## config.mk

```make
export PLATFORM = sky130hd
export DESIGN_NAME = dasp_host
export DESIGN_NICKNAME = d
export VERILOG_FILES = /design/src/verilog/dasp_pkg.sv /design/src/verilog/dasp_crc.sv /design/src/verilog/dasp_host.sv /design/src/verilog/dasp_sync.sv
export SDC_FILE = /design/constraint.sdc
export NUM_CORES = 1
export LEC_CHECK = 0
export ABC_AREA = 1
export BUFFER_PORTS_ARGS = -buffer_cell sky130_fd_sc_hd__buf_2
export CAP_MARGIN = 20
export CORE_AREA = 8 8 242 244
export CTS_BUF_LIST = sky130_fd_sc_hd__clkbuf_4 sky130_fd_sc_hd__clkbuf_8 sky130_fd_sc_hd__clkbuf_16
export DETAILED_ROUTE_END_ITERATION = 8
export DIE_AREA = 0 0 250 252
export REMOVE_ABC_BUFFERS = 1
export SYNTH_ARGS = -nofsm -noshare
export SYNTH_HDL_FRONTEND = slang
export SYNTH_HIERARCHICAL = 1
export SYNTH_SLANG_ARGS = --single-unit
```

## constraint.sdc

```tcl
create_clock -name mclk -period 3.2 [get_ports mclk]
set_input_delay 0.16 -clock mclk [delete_from_list [all_inputs] [get_ports mclk]]
set_output_delay 0.16 -clock mclk [all_outputs]
set_load 0.05 [all_outputs]
```

## src/verilog/dasp_pkg.sv

```systemverilog
/*
 * Package for the host-side serial controller of a dual simultaneous-sampling
 * converter: register offsets of the controller, device command layout,
 * setup-register fields, frame lengths and timing constants.
 * Assumes a 20 MHz system clock and a converter on a five-wire serial link.
 */
package dasp_pkg;

   // ------------------------------------------------------------------
   // Clock and timing
   // ------------------------------------------------------------------
   localparam int unsigned CLK_HZ = 20_000_000;
   localparam int unsigned SCLK_HALF = 4;            // Clocks per serial clock half period
   localparam int unsigned CONV_TIME_NS = 190;       // Conversion time, least
   localparam int unsigned CONV_CYC = (CONV_TIME_NS * (CLK_HZ / 1_000_000) + 999) / 1000;
   localparam int unsigned GAP_CYC = 2;              // Gap count; chip select stays high at least GAP_CYC + 1 clocks between frames

   // ------------------------------------------------------------------
   // Controller register offsets (byte addresses on Wishbone)
   // ------------------------------------------------------------------
   localparam logic [7:0] OFS_CTRL = 8'h00;
   localparam logic [7:0] OFS_CMD = 8'h04;
   localparam logic [7:0] OFS_STAT = 8'h08;
   localparam logic [7:0] OFS_RES_A = 8'h0C;
   localparam logic [7:0] OFS_RES_B = 8'h10;
   localparam logic [7:0] OFS_CRC = 8'h14;

   // Control register fields
   localparam int unsigned CTRL_ONE_LANE = 0;
   localparam int unsigned CTRL_BOOST = 1;
   localparam int unsigned CTRL_CRC_R = 2;
   localparam int unsigned CTRL_CRC_W = 3;
   localparam int unsigned CTRL_NARROW = 4;          // 14-bit variant
   localparam int unsigned CTRL_LOWLAT = 5;

   // Command register: [15:0] word, [16] plain conversion frame, [17] go
   localparam int unsigned CMD_CONV = 16;
   localparam int unsigned CMD_GO = 17;

   // ------------------------------------------------------------------
   // Device command layout
   // ------------------------------------------------------------------
   localparam int unsigned DEV_WR_BIT = 15;
   localparam int unsigned DEV_ADDR_LSB = 12;
   localparam logic [2:0] ADDR_PRIMARY = 3'h1;
   localparam logic [2:0] ADDR_SECONDARY = 3'h2;
   localparam logic [7:0] RESET_SOFT = 8'h3C;
   localparam logic [7:0] RESET_HARD = 8'hFF;
   localparam logic [15:0] NOP_WORD = 16'h0000;

   // ------------------------------------------------------------------
   // Frame lengths
   // ------------------------------------------------------------------
   localparam logic [5:0] BITS_BASE = 6'd16;
   localparam logic [5:0] BITS_BOOST = 6'd2;
   localparam logic [5:0] BITS_CRC = 6'd8;
   localparam logic [5:0] BITS_NARROW = 6'd2;
   localparam logic [7:0] CRC_POLY = 8'h07;          // x^8 + x^2 + x + 1

   // Orders from the register file to the serial engine
   typedef struct packed {
      logic one_lane;
      logic boost;
      logic crc_r;
      logic crc_w;
      logic narrow;
      logic lowlat;
      logic conv_only;
      logic [15:0] word;
   } dasp_req_t;

   // Results back from the serial engine
   typedef struct packed {
      logic [17:0] res_a;
      logic [17:0] res_b;
      logic [7:0] crc_rx;
      logic crc_ok;
   } dasp_rsp_t;

endpackage : dasp_pkg

```

## src/verilog/dasp_crc.sv

```systemverilog
/*
 * Bit-serial checksum x^8 + x^2 + x + 1, first eight data bits inverted.
 * Assumes one bit per step, most significant bit first.
 */
`timescale 1ns/10ps
module dasp_crc (
   input wire logic mclk,
   input wire logic nrst,
   input wire logic clr,
   input wire logic step,
   input wire logic din,
   input wire logic [5:0] idx,
   output logic [7:0] crc
);
   logic fb;

   // Invert the first eight bits, then divide
   assign fb = crc[7] ^ din ^ (idx < 6'd8);
   always_ff @(posedge mclk) begin
      if (!nrst || clr) begin
         crc <= 8'h00;
      end else if (step) begin
         crc <= {crc[6:0], 1'b0} ^ (fb ? dasp_pkg::CRC_POLY : 8'h00);
      end
   end
endmodule : dasp_crc

```

## src/verilog/dasp_host.sv

```systemverilog
/*
 * Host controller for a dual simultaneous-sampling converter serial port.
 * Software writes orders over classic Wishbone; the controller runs chip select
 * frames, shifts commands out and conversion or register data in.
 * Assumes the converter returns data as documented and the 20 MHz clock.
 */
// Local design decisions: the register offsets and the Wishbone slave port.
// Summary of operation
// RULE1: Reset is a write of a code into the secondary setup reset field.
// RULE2: Soft reset keeps configuration; device reinitialises its logic.
// RULE3: Hard reset also restores register defaults.
// RULE4: Device runs self test after power-on and hard reset.
// RULE5: Host issues hard reset when self-test fail flag reads set. The controller never reads this flag and leaves the reset to software.
// RULE6: Chip select falling edge starts conversion, enables outputs.
// RULE7: Register accesses get at least sixteen serial clocks.
// RULE8: Conversions timed by device oscillator, not serial clock.
// RULE9: Results arrive one frame after the conversion start.
// RULE10: Most significant bit first; bits change on rising clock edges.
// RULE11: Chip select rises after last falling clock edge.
// RULE12: Every access completes inside one chip select frame.
// RULE13: Two-lane reads take 16, plus 2 boost, plus 8 checksum.
// RULE14: One-lane reads double data clocks and add 8 for checksum.
// RULE15: Two-lane mode: A on first output, B on second.
// RULE16: One-lane mode: A then B on first output.
// RULE17: Boost widens each result by two bits.
// RULE18: Low-latency: second frame after conversion time returns result.
// RULE19: Read command: bit 15 clear, address in bits 14 to 12.
// RULE20: A read is followed by another frame that carries the data.
// RULE21: Write command: bit 15 set, address, twelve data bits.
// RULE22: Writes are 16 bits, 24 with write checksum.
// RULE23: Read and write checksums enable independently.
// RULE24: Read checksum of eight bits follows the data on first output.
// RULE25: Checksum x^8+x^2+x+1 with first eight bits inverted.
// RULE26: With write checksums, writes lacking a valid checksum are ignored.
// RULE27: Reads of undefined addresses return conversion results next frame.
`timescale 1ns/10ps
module dasp_host (
   input wire logic mclk,
   input wire logic nrst,
   input wire logic [31:0] wb_adr_i,
   input wire logic [31:0] wb_dat_i,
   output logic [31:0] wb_dat_o,
   input wire logic wb_we_i,
   input wire logic [3:0] wb_sel_i,
   input wire logic wb_cyc_i,
   input wire logic wb_stb_i,
   output logic wb_ack_o,
   output logic cs_n,
   output logic sclk,
   output logic serial_command_input,
   input wire logic first_serial_output,
   input wire logic second_output_or_limit_pin
);

   // ------------------------------------------------------------------
   // Types and state
   // ------------------------------------------------------------------
   // S_END keeps the clock low for a half period before chip select rises
   // S_WAIT spaces a low-latency data frame by the conversion time
   typedef enum logic [2:0] {S_IDLE, S_LOW, S_HIGH, S_END, S_WAIT, S_GAP} dasp_state_t;
   dasp_state_t state_r, state_nxt;

   logic [5:0] ctrl_r;
   logic [17:0] cmd_r;
   logic busy_r;
   logic [2:0] seq_r;                   // Frames still to run in this order
   logic [5:0] bit_r;
   logic [5:0] nbits_r;
   logic [2:0] half_r;
   logic [7:0] conv_r;
   logic [23:0] tx_r;
   logic [43:0] rx_a_r;
   logic [17:0] rx_b_r;
   logic [17:0] res_a_r;
   logic [17:0] res_b_r;
   logic [7:0] crc_rx_r;
   logic crc_ok_r;
   logic ack_r;
   logic sdo_a, sdo_b;
   logic [7:0] crc_tx, crc_chk;
   dasp_pkg::dasp_req_t req;
   dasp_pkg::dasp_rsp_t rsp;

   // ------------------------------------------------------------------
   // Pin synchronisers
   // ------------------------------------------------------------------
   // Device lines are asynchronous to mclk
   dasp_sync u_sync_a (.mclk(mclk), .nrst(nrst), .d(first_serial_output), .q(sdo_a));
   dasp_sync u_sync_b (.mclk(mclk), .nrst(nrst), .d(second_output_or_limit_pin), .q(sdo_b));

   // ------------------------------------------------------------------
   // Request decode
   // ------------------------------------------------------------------
   // Bits per channel: 16, plus 2 with boost, minus 2 when narrow
   function automatic logic [5:0] data_bits(input logic boost, input logic narrow);
      data_bits = dasp_pkg::BITS_BASE + (boost ? dasp_pkg::BITS_BOOST : 6'd0)
                - (narrow ? dasp_pkg::BITS_NARROW : 6'd0);   // RULE17
   endfunction : data_bits

   wire [5:0] dbits = data_bits(req.boost, req.narrow);
   // Command frames decode the word; plain frames carry a no-operation
   wire is_write = req.word[dasp_pkg::DEV_WR_BIT] && !req.conv_only;      // RULE21
   wire is_read = !req.word[dasp_pkg::DEV_WR_BIT] && !req.conv_only;      // RULE19
   wire [2:0] addr = req.word[14:12];
   wire addr_ok = (addr == dasp_pkg::ADDR_PRIMARY) || (addr == dasp_pkg::ADDR_SECONDARY);
   wire data_frame = seq_r == 3'd1;     // Frame that returns data
   wire [5:0] res_len = req.one_lane ? {dbits[4:0], 1'b0} : dbits;         // RULE13 RULE14
   wire [5:0] rd_len = dasp_pkg::BITS_BASE + (req.crc_r ? dasp_pkg::BITS_CRC : 6'd0);
   wire [5:0] wr_len = dasp_pkg::BITS_BASE + (req.crc_w ? dasp_pkg::BITS_CRC : 6'd0); // RULE22
   wire [5:0] conv_len = res_len + (req.crc_r ? dasp_pkg::BITS_CRC : 6'd0); // RULE24
   // Register data only comes back for a known address
   wire reg_data = is_read && addr_ok && data_frame;                      // RULE27
   // Frames never drop below sixteen clocks
   wire [5:0] frame_len = is_write ? wr_len
                        : (reg_data ? rd_len : ((conv_len < 6'd16) ? 6'd16 : conv_len)); // RULE7

   // Order built from the control and command registers
   assign req = '{one_lane: ctrl_r[dasp_pkg::CTRL_ONE_LANE], boost: ctrl_r[dasp_pkg::CTRL_BOOST],
                  crc_r: ctrl_r[dasp_pkg::CTRL_CRC_R], crc_w: ctrl_r[dasp_pkg::CTRL_CRC_W],
                  narrow: ctrl_r[dasp_pkg::CTRL_NARROW], lowlat: ctrl_r[dasp_pkg::CTRL_LOWLAT],
                  conv_only: cmd_r[dasp_pkg::CMD_CONV], word: cmd_r[15:0]};

   // ------------------------------------------------------------------
   // Serial engine timing
   // ------------------------------------------------------------------
   wire half_done = half_r == 3'(dasp_pkg::SCLK_HALF - 1);
   wire last_bit = bit_r == nbits_r - 6'd1;
   wire rise = (state_r == S_LOW) && half_done;
   wire fall = (state_r == S_HIGH) && half_done;
   wire sample = rise;                  // Device shifts on rise; sample just before it
   // Low latency: wait out the conversion before the data frame
   wire conv_wait = req.lowlat && (seq_r == 3'd2) && req.conv_only;      // RULE18
   // Checksums restart while chip select is high, so each frame of a
   // two-frame order starts from a clean remainder
   wire crc_clr = cs_n;
   wire [5:0] crc_idx = bit_r;

   // Write checksum over the 16 command bits; stepped at each rise so the
   // last bit is in before the fall that sends the checksum
   dasp_crc u_crc_tx (.mclk(mclk), .nrst(nrst), .clr(crc_clr), .step(rise && bit_r < 6'd16),
                      .din(tx_r[23]), .idx(crc_idx), .crc(crc_tx));       // RULE25
   // Read checksum over the data received on the first output
   dasp_crc u_crc_rx (.mclk(mclk), .nrst(nrst), .clr(crc_clr),
                      .step(sample && bit_r < nbits_r - (req.crc_r ? 6'd8 : 6'd0)),
                      .din(sdo_a), .idx(crc_idx), .crc(crc_chk));

   // Next state of the frame sequencer
   // Every busy state is left on a count, so no frame can hang
   always_comb begin
      state_nxt = state_r;
      case (state_r)
         S_IDLE: if (busy_r) state_nxt = S_LOW;       // RULE6
         S_LOW: if (half_done) state_nxt = S_HIGH;
         S_HIGH: if (half_done) state_nxt = last_bit ? S_END : S_LOW;
         S_END: if (half_done) state_nxt = conv_wait ? S_WAIT : S_GAP;    // RULE11
         S_WAIT: if (conv_r == 8'(dasp_pkg::CONV_CYC)) state_nxt = S_GAP; // RULE8
         S_GAP: if (conv_r >= 8'(dasp_pkg::GAP_CYC)) state_nxt = (seq_r > 3'd1) ? S_LOW : S_IDLE;
         default: state_nxt = S_IDLE;
      endcase
   end

   // Frame counters
   // Half period timer, and gap or conversion wait timer
   always_ff @(posedge mclk) begin
      if (!nrst) begin
         state_r <= S_IDLE;
         half_r <= 3'd0;
         conv_r <= 8'd0;
      end else begin
         state_r <= state_nxt;
         half_r <= (state_nxt != state_r || half_done) ? 3'd0 : half_r + 3'd1;
         conv_r <= (state_r == S_WAIT || state_r == S_GAP) && state_nxt == state_r
                   ? conv_r + 8'd1 : 8'd0;
      end
   end

   // Pins: frame ends with clock low, then chip select rises
   // Both come from flops fed by the next state, free of glitches
   always_ff @(posedge mclk) begin
      if (!nrst) begin
         cs_n <= 1'b1;
         sclk <= 1'b0;
      end else begin
         cs_n <= !(state_nxt == S_LOW || state_nxt == S_HIGH || state_nxt == S_END); // RULE12
         sclk <= state_nxt == S_HIGH;                                      // RULE10
      end
   end

   // Shift data out on falling edges, capture on rising edges
   // Set-up runs on the edge that drops chip select, so the first
   // command bit stands on the line well before the first rise
   always_ff @(posedge mclk) begin
      if (!nrst) begin
         bit_r <= 6'd0;
         nbits_r <= 6'd16;
         tx_r <= 24'h0000_00;
         serial_command_input <= 1'b0;
         rx_a_r <= 44'h000_0000_0000;
         rx_b_r <= 18'h0_0000;
      end else if ((state_r == S_IDLE && busy_r) || (state_r == S_GAP && state_nxt == S_LOW)) begin
         bit_r <= 6'd0;
         nbits_r <= frame_len;
         rx_b_r <= 18'h0_0000;
         // A plain frame or the data frame of a read carries a no-operation
         tx_r <= (req.conv_only || (is_read && data_frame))
                 ? {dasp_pkg::NOP_WORD, 8'h00} : {req.word, 8'h00};       // RULE20
         serial_command_input <= req.conv_only ? 1'b0 : req.word[15];
      end else begin
         // Two flops of delay sit well inside the high half period
         if (sample) begin
            rx_a_r <= {rx_a_r[42:0], sdo_a};
         end
         // Line B keeps channel B's bits only
         if (sample && bit_r < dbits) begin
            rx_b_r <= {rx_b_r[16:0], sdo_b};                               // RULE15
         end
         if (fall) begin
            bit_r <= bit_r + 6'd1;
            // Append the write checksum after the command word
            tx_r <= (bit_r == 6'd15) ? {crc_tx, 16'h0000} : {tx_r[22:0], 1'b0}; // RULE26
            serial_command_input <= (bit_r == 6'd15) ? crc_tx[7] : tx_r[22];
         end
      end
   end

   // Collect results at the end of the data frame
   // Taken a full serial clock period after the last sample
   wire [43:0] rx_al = rx_a_r << (6'd44 - nbits_r);
   wire [5:0] sh_b = 6'd18 - dbits;
   always_ff @(posedge mclk) begin
      if (!nrst) begin
         res_a_r <= 18'h0_0000;
         res_b_r <= 18'h0_0000;
         crc_rx_r <= 8'h00;
         crc_ok_r <= 1'b0;
      end else if (state_r == S_END && half_done && data_frame) begin
         if (reg_data) begin
            res_a_r <= {2'b00, rx_al[43:28]};
         end else if (req.one_lane) begin
            // A first, then B, all on the first output
            res_a_r <= 18'(rx_al[43:26] >> sh_b);                          // RULE16
            res_b_r <= 18'((rx_al << dbits) >> (6'd26 + sh_b));
         end else begin
            res_a_r <= 18'(rx_al[43:26] >> sh_b);                          // RULE9
            // Line B was cleared at frame start and holds one result
            res_b_r <= rx_b_r;
         end
         crc_rx_r <= rx_a_r[7:0];
         crc_ok_r <= !req.crc_r || (rx_a_r[7:0] == crc_chk);               // RULE23
      end
   end

   // Order sequencing: reads and conversions take two frames
   // Orders are taken only while idle; software polls busy first
   always_ff @(posedge mclk) begin
      if (!nrst) begin
         busy_r <= 1'b0;
         seq_r <= 3'd0;
      end else if (!busy_r && wb_cyc_i && wb_stb_i && wb_we_i && !ack_r
                   && wb_adr_i[7:0] == dasp_pkg::OFS_CMD && wb_sel_i[2]
                   && wb_dat_i[dasp_pkg::CMD_GO]) begin
         busy_r <= 1'b1;
         seq_r <= (wb_dat_i[dasp_pkg::CMD_CONV] || !wb_dat_i[15]) ? 3'd2 : 3'd1;
      end else if (state_r == S_END && half_done) begin
         seq_r <= seq_r - 3'd1;
         busy_r <= seq_r != 3'd1;
      end
   end

   // ------------------------------------------------------------------
   // Wishbone slave
   // ------------------------------------------------------------------
   // Ack one cycle after the request, then low for a cycle, so a
   // held request is never taken twice
   wire wb_req = wb_cyc_i && wb_stb_i && !ack_r;
   // Status and results as software sees them
   assign rsp = '{res_a: res_a_r, res_b: res_b_r, crc_rx: crc_rx_r, crc_ok: crc_ok_r};
   always_ff @(posedge mclk) begin
      if (!nrst) begin
         ack_r <= 1'b0;
         ctrl_r <= 6'h00;
         cmd_r <= 18'h0_0000;
         wb_dat_o <= 32'h0000_0000;
      end else begin
         ack_r <= wb_req;
         if (wb_req && wb_we_i && !busy_r) begin
            if (wb_adr_i[7:0] == dasp_pkg::OFS_CTRL && wb_sel_i[0]) ctrl_r <= wb_dat_i[5:0];
            // Reset codes travel in the command word chosen by software
            if (wb_adr_i[7:0] == dasp_pkg::OFS_CMD) cmd_r <= wb_dat_i[17:0]; // RULE1 RULE5
         end
         case (wb_adr_i[7:0])
            dasp_pkg::OFS_CTRL: wb_dat_o <= {26'h000_0000, ctrl_r};
            dasp_pkg::OFS_CMD: wb_dat_o <= {14'h0000, cmd_r};
            dasp_pkg::OFS_STAT: wb_dat_o <= {30'h0000_0000, rsp.crc_ok, busy_r};
            dasp_pkg::OFS_RES_A: wb_dat_o <= {14'h0000, rsp.res_a};
            dasp_pkg::OFS_RES_B: wb_dat_o <= {14'h0000, rsp.res_b};
            dasp_pkg::OFS_CRC: wb_dat_o <= {24'h00_0000, rsp.crc_rx};
            default: wb_dat_o <= 32'h0000_0000;
         endcase
      end
   end
   assign wb_ack_o = ack_r;

endmodule : dasp_host

```

## src/verilog/dasp_sync.sv

```systemverilog
/*
 * Two-flop synchroniser for one level from outside the clock domain.
 * Assumes the input is a pin or another clock's signal.
 */
`timescale 1ns/10ps
module dasp_sync (
   input wire logic mclk,
   input wire logic nrst,
   input wire logic d,
   output logic q
);
   logic meta_r;

   // Two stages; only the second is read outside
   always_ff @(posedge mclk) begin
      if (!nrst) begin
         meta_r <= 1'b0;
         q <= 1'b0;
      end else begin
         meta_r <= d;
         q <= meta_r;
      end
   end
endmodule : dasp_sync
```

=== Word-level counts from Yosys, hierarchy flattened ===
Index checks and enable logic that the tools add are counted.

* Register bits after elaboration: 241
* Latch bits: 0
* RAM bits: 0
* Bits in read-only memories: 0
* Input port bits: 75
* Output and inout bits: 36
* Logic and storage cells: 180
* Memories: 0

* Add/subtract/negate cells: 14
* Multipliers: 0
* Div/mod/pow operators: 0
* Order comparisons: 7
* Eq/ne operators: 25
* Shifts and indexed selects: 4
* Muxes and demuxes: 36
* Bitwise logic cells: 9
* Reductions and logical operators: 58

{| class="wikitable"
|+ Operators by type and width
! kind !! number
|-
| $pmux 18 s6 || 1
|-
| $mux 24 || 4
|-
| $shl 44x6->44 || 2
|-
| $shr 44x6->18 || 1
|-
| $mux 18 || 2
|-
| $mux 3 || 10
|-
| $logic_and 1x1->1 || 29
|-
| $mux 6 || 4
|-
| $eq 3x2->1 const B || 7
|-
| $pmux 3 s6 || 1
|-
| $shr 18x6->18 || 1
|-
| $eq 8x3->1 const B || 2
|-
| $eq 8x4->1 const B || 2
|-
| $eq 8x5->1 const B || 2
|-
| $xor 8x8->8 || 2
|-
| $add 5x6->6 const A || 2
|-
| $eq 3x1->1 const B || 4
|-
| $lt 6x5->1 const B || 2
|-
| $lt 6x6->1 || 2
|-
| $logic_or 1x1->1 || 10
|-
| $reduce_and 2->1 || 5
|-
| $add 8x1->8 const B || 1
|-
| $eq 8x8->1 || 1
|-
| $ge 8x2->1 const B || 1
|-
| 29 further kinds || 55
|}

=== Longest topological paths before layout ===
* Depth in word-level cells: 11
* Mapped depth: 22
* Depth with buffers taken out: 18

=== Hierarchy ===
The synthesis kept the hierarchy.

{| class="wikitable"
|+ By module, submodules not included
! module !! times used !! cells an instance !! area each (sq um) !! seq. area each (sq um)
|-
| dasp_host || 1 || 1869 || 12095.4 || 3943.8
|-
| dasp_crc || 2 || 59 || 394.1 || 160.2
|-
| dasp_sync || 2 || 6 || 55.1 || 40.0
|}

=== Worst setup path after synthesis ===
No wires, ideal clock.

* Path kind: register to register
* From: register nbits_r[1]
* To: register res_b_r[4]
* Library setup time: 132 ps
* Arrival: 2612 ps
* Required time: 3068 ps
* Slack: 456 ps
* Stages on the path, launching flop included: 23
* Path buffers: 4
* Period minus slack after synthesis: 2744 ps
* Cells stage by stage: dfxtp_1 > buf_2 > inv_2 > buf_4 > buf_4 > ha_1 > inv_1 > clkbuf_1 > nand3_1 > nand2_1 > nand2_1 > nand2_1 > inv_1 > nand2_2 > nand3_1 > nand3_1 > nand3_1 > nand3_1 > nand2_1 > nand2_1 > nand3_1 > nand2_1 > a21oi_2

* Word-level cells in the longest chain between the ends: 5

{| class="wikitable"
|+ Ends and longest elaborated chain
! what !! line !! source
|-
| start, declared || dasp_host.sv:68 || <nowiki>logic [5:0] nbits_r;</nowiki>
|-
| start signal, assigned || dasp_host.sv:202 || <nowiki>nbits_r <= frame_len;</nowiki>
|-
| $sub 6x6->6 || dasp_host.sv:228 || <nowiki>wire [43:0] rx_al = rx_a_r << (6'd44 - nbits_r);</nowiki>
|-
| $shl 44x6->44 || dasp_host.sv:228 ||
|-
| $shl 44x6->44 || dasp_host.sv:242 || <nowiki>res_b_r <= 18'((rx_al << dbits) >> (6'd26 + sh_b));</nowiki>
|-
| $shr 44x6->18 || dasp_host.sv:242 ||
|-
| $mux 18 || dasp_host.sv:239 || <nowiki>end else if (req.one_lane) begin</nowiki>
|-
| end signal, assigned || dasp_host.sv:242 ||
|-
| end signal, assigned || dasp_host.sv:246 || <nowiki>res_b_r <= rx_b_r;</nowiki>
|-
| end, declared || dasp_host.sv:75 || <nowiki>logic [17:0] res_b_r;</nowiki>
|}

No other way between the ends.
A chain may end at the register's enable or synchronous reset.

=== Final worst setup path ===
* From: register nbits_r[2]
* To: register res_b_r[10]

Same word-level chain as after synthesis.

==> flow_summary.toml <==
[global_routing]
globalRouteOverflowTotal = 0
antenna_found_initial = 0
global_route_wire_length_before_repair_microns = 66300
groute.usage.overall_pct = 12.6
maximum_number_of_pins_on_one_net_before_global_route_repair = 58
grt_pass1_vias = 12302

[worst_setup_path]
crit_arrival_ns = 3.33
crit_path_end_kind = "flop"
rr_worst_depth = 17
timing.rr.end = "res_b_r[10]$_SDFFE_PN0P_"
cp-start-kind = "flop"
timing.critical_path.required_ns = 3.61
category_of_cells_accounting_for_the_largest_share_of_critical_path_delay = "simple AND/OR/NAND/NOR gates"
cp_max_fo = 49
slowest_stage = "sky130_fd_sc_hd__dfxtp_1"
crit_buf_inv = 3
r2r_start = "nbits_r[2]$_SDFFE_PN0P_"
crit_path_cell_trace = "inv_1, ha_1, inv_1, buf_12, nand3_1, nand3_1, nand2_1, nand2_1, nand3_1, nand3_1, nand3_1, nand2_1, nand2_1, nand3_1, nand3_1, nand2_1, a21oi_1"
r2r_setup_slack_ns = 0.27
crit_type = "flop to flop"
max_stage_delay_ns = 0.46
critical-path-top-cell-by-count = "sky130_fd_sc_hd__nand3_1"

[clock_tree]
post-cts-setup-buffer-count = 0
cts_max_level = 1
cts_inserted_buffers = 26
cts.reportedPaths.clkPinSlew_ns = 0.06
clk_latency_ns = 0.56
clock-sinks = 217
clock-root-buffer = "sky130_fd_sc_hd__clkbuf_16"
cts_max_path_buffers = 3
tritoncts = "done"

[sta]
finalSetupTns_ns = 0
achievable-frequency_mhz = 342
finClkSkew_ns = 0.0253
finalSetupViolCount = 0
post-route-worst-setup-slack_ns = 0.273
slew-limit-headroom_pct = 47.1
fin_crit_period_ns = 2.93
timing.hold.ws_ns = 0.0565
unrepaired_setup_endpoints_after_global_routing = "no"
hold_violations = 0
max_slew.worst_pin.slew_ns = 0.791
maxSlewViolCount = 0
post-route-period-util_pct = 91.5

[route]
first_iter_violations = 1271
routed_wirelength_microns = 41100
route.antenna.remaining_nets = 0
wl_per_cell_microns = 14.9
post-route-drc-count = 0
vias = 13384
drt_pass1_iterations = 5
vias_per_cell = 4.84

[cells_and_area]
area_growth_pct = 16.7
diodes = 0
share_of_final_layout_standard_cells_stronger_than_drive_strength_1_pct = 10.3
postLayoutCoreUtil_pct = 27.7
final_cell_mix = "sky130_fd_sc_hd__nand2_1, sky130_fd_sc_hd__nand3_1, sky130_fd_sc_hd__nor2_1"
nets_final = 2144
layout.cells.most_common = "sky130_fd_sc_hd__nand2_1"

[yosys]
avgSynthCellArea_sq_um = 6.50
yosysWarningCount = 6
synth-seq-cells = 217
yosysSeqAreaShare_pct = 33.4
post_synth_inst_count = 1999
async_flop_share_pct = 0
synth_enable_flop_cells = 0
synth.distinct_cells = 55
syn-cell-area_sq_um = 13000
synth-main-ff-cell = "sky130_fd_sc_hd__dfxtp_1"

[floorplanning]
die_w_microns = 250
dieHeight_microns = 252
core_area_sq_um = 54700
initial_core_util_pct = 23.8
core.rowCount = 86
pin_count = 111
floorplan.die_area_sq_um = 63000

[hold_path]
hold_path.startpoint = "wb_sel_i[2]"
hold_path_depth = 3
hold_end = "busy_r$_SDFFE_PN0P_"
hold_class = "primary input to flop"

[placed_design]
dpl_worst_slack_ns = 0.342
finalWeightedCongestion = 0.909
numPortBuffers = 56
dp.final_hpwl_microns = 30000

[pwr]
power_per_unit_of_standard_cell_area_nw_per_um2 = 405
vdd_drop_max_uv = 341
power.leakage_nw = 6.21

[status]
run_status = "finished, final reports clean"

[flow_run]
cap_violations = 0
## how the worst max path moves through the flow
stage,startpoint,endpoint,slack (ns),depth (start not counted)
2_1_floorplan,nbits_r[1]$_SDFFE_PN0P_,res_b_r[7]$_SDFFE_PN0P_,-1.58,16
3_3_place_gp,nbits_r[2]$_SDFFE_PN0P_,res_b_r[5]$_SDFFE_PN0P_,0.34,17
3_5_place_dp,half_r[0]$_SDFF_PP0_,tx_r[10]$_SDFFE_PN0P_,0.34,15
4_1_cts,nbits_r[2]$_SDFFE_PN0P_,res_b_r[5]$_SDFFE_PN0P_,0.29,17
5_1_grt,nbits_r[2]$_SDFFE_PN0P_,res_b_r[10]$_SDFFE_PN0P_,0.02,17
6_report,nbits_r[2]$_SDFFE_PN0P_,res_b_r[10]$_SDFFE_PN0P_,0.27,17
## Yosys cell counts (2+ instances only)
cell                       number  share of area [%]
sky130_fd_sc_hd__o22ai_1        4               0.19
sky130_fd_sc_hd__mux2i_1        2               0.15
sky130_fd_sc_hd__nand2_2       10               0.48
sky130_fd_sc_hd__buf_6          8               0.69
sky130_fd_sc_hd__o21ai_0      150                5.8
sky130_fd_sc_hd__nand2_1      462                 13
sky130_fd_sc_hd__nand4_1       17               0.82
sky130_fd_sc_hd__a32o_1         5               0.39
sky130_fd_sc_hd__o211ai_1      12               0.69
sky130_fd_sc_hd__xnor2_1        7               0.47
sky130_fd_sc_hd__nor2_1       235                6.8
sky130_fd_sc_hd__nand3_2       11               0.85
sky130_fd_sc_hd__a21oi_2        2               0.13
sky130_fd_sc_hd__clkinv_1       3              0.087
sky130_fd_sc_hd__buf_1          8               0.23
sky130_fd_sc_hd__a22o_1         2               0.13
sky130_fd_sc_hd__xor2_1        16                1.1
sky130_fd_sc_hd__a221oi_1       7               0.47
sky130_fd_sc_hd__a22oi_1        7               0.40
sky130_fd_sc_hd__a211oi_1       2               0.12
sky130_fd_sc_hd__ha_1          26                2.5
sky130_fd_sc_hd__or2_2          3               0.14
sky130_fd_sc_hd__buf_4         25                1.4
sky130_fd_sc_hd__nor2_2         4               0.19
sky130_fd_sc_hd__nor4_1         5               0.24
sky130_fd_sc_hd__nand3_1      313                 12
sky130_fd_sc_hd__nand3b_1       4               0.23
sky130_fd_sc_hd__dfxtp_1      217                 33
sky130_fd_sc_hd__a31oi_1       35                1.7
sky130_fd_sc_hd__nor2_4         3               0.26
sky130_fd_sc_hd__nor3_1        20               0.77
sky130_fd_sc_hd__buf_2         26                1.0
sky130_fd_sc_hd__a21oi_1      119                4.6
sky130_fd_sc_hd__o21ai_1       15               0.58
sky130_fd_sc_hd__inv_1        116                3.4
sky130_fd_sc_hd__and2_1         2              0.096
sky130_fd_sc_hd__o311ai_1       5               0.34
sky130_fd_sc_hd__inv_2         14               0.40
sky130_fd_sc_hd__clkbuf_1      61                1.8
## logic make-up after synthesis
kind of cell / count (synthesis) / synth area share, %
AND/OR/NAND/NOR: 1096 / 37.1
AO/OA/AOI/OAI: 369 / 15.8
buffers and inverters: 262 / 9.02
flip-flops: 217 / 33.4
adder cells (fa/ha/maj): 27 / 2.66
XOR/XNOR: 25 / 1.89
multiplexers: 2 / 0.154
other: 1 / 0.0289
## sequential cells by signal (all words and copies together) (netlist names), 3 cells and up
register      flops
u_crc_rx/crc      8
cmd_r            18
conv_r            8
nbits_r           5
ctrl_r            6
half_r            3
seq_r             3
res_b_r          18
rx_a_r           44
rx_b_r           18
u_crc_tx/crc      8
crc_rx_r          8
wb_dat_o         18
bit_r             6
state_r           3
res_a_r          18
tx_r             16
## through the flow
stage / instances / total power [W] / cell area (sq um)
global route: 2765 / 0.00634 / 15200
finish: 2765 / 0.00614 / 15200
global placement: 2696 / 0.00292 / 14000
floorplan: 1884 / 0.00285 / 12400
detailed placement: 2696 / 0.00292 / 14000
CTS: 2765 / 0.00623 / 15200
## tightest hold or removal path: stages
cell	delay, ns
sky130_fd_sc_hd__buf_2	0.10
sky130_fd_sc_hd__nand3_1	0.21
sky130_fd_sc_hd__a21oi_1	0.10
## routing by layer
metal  GRT usage (%)  vias up  routed length (microns)
li1                -     6772                        -
met3            2.07       70                     2230
met4            3.64        0                     1200
met5               0        -                        0
met2            19.8      337                    18300
met1            17.5     6205                    19400
## power breakdown
part           switching (W)  internal, W
combinational       0.000116    0.0000514
sequential        0.00000316      0.00271
clock                0.00124      0.00202
total                0.00136      0.00478
## repair_timing
item                                   CTS  global route
setup endpoints to repair                0             1
gates resized for setup                  0             1
hold buffers                            22             0
endpoints found under the hold margin   29             0
## final cells by class
cell class / count / area, sq um
clock buffer: 33 / 728
tap: 704 / 881
clock inverter: 14 / 221
sequential: 217 / 4340
fill: 6108 / 39500
timing repair buffer: 130 / 943
multi-input combinational: 1533 / 7540
inverter: 134 / 505
No activity file was read; power rests on OpenSTA's default activity.
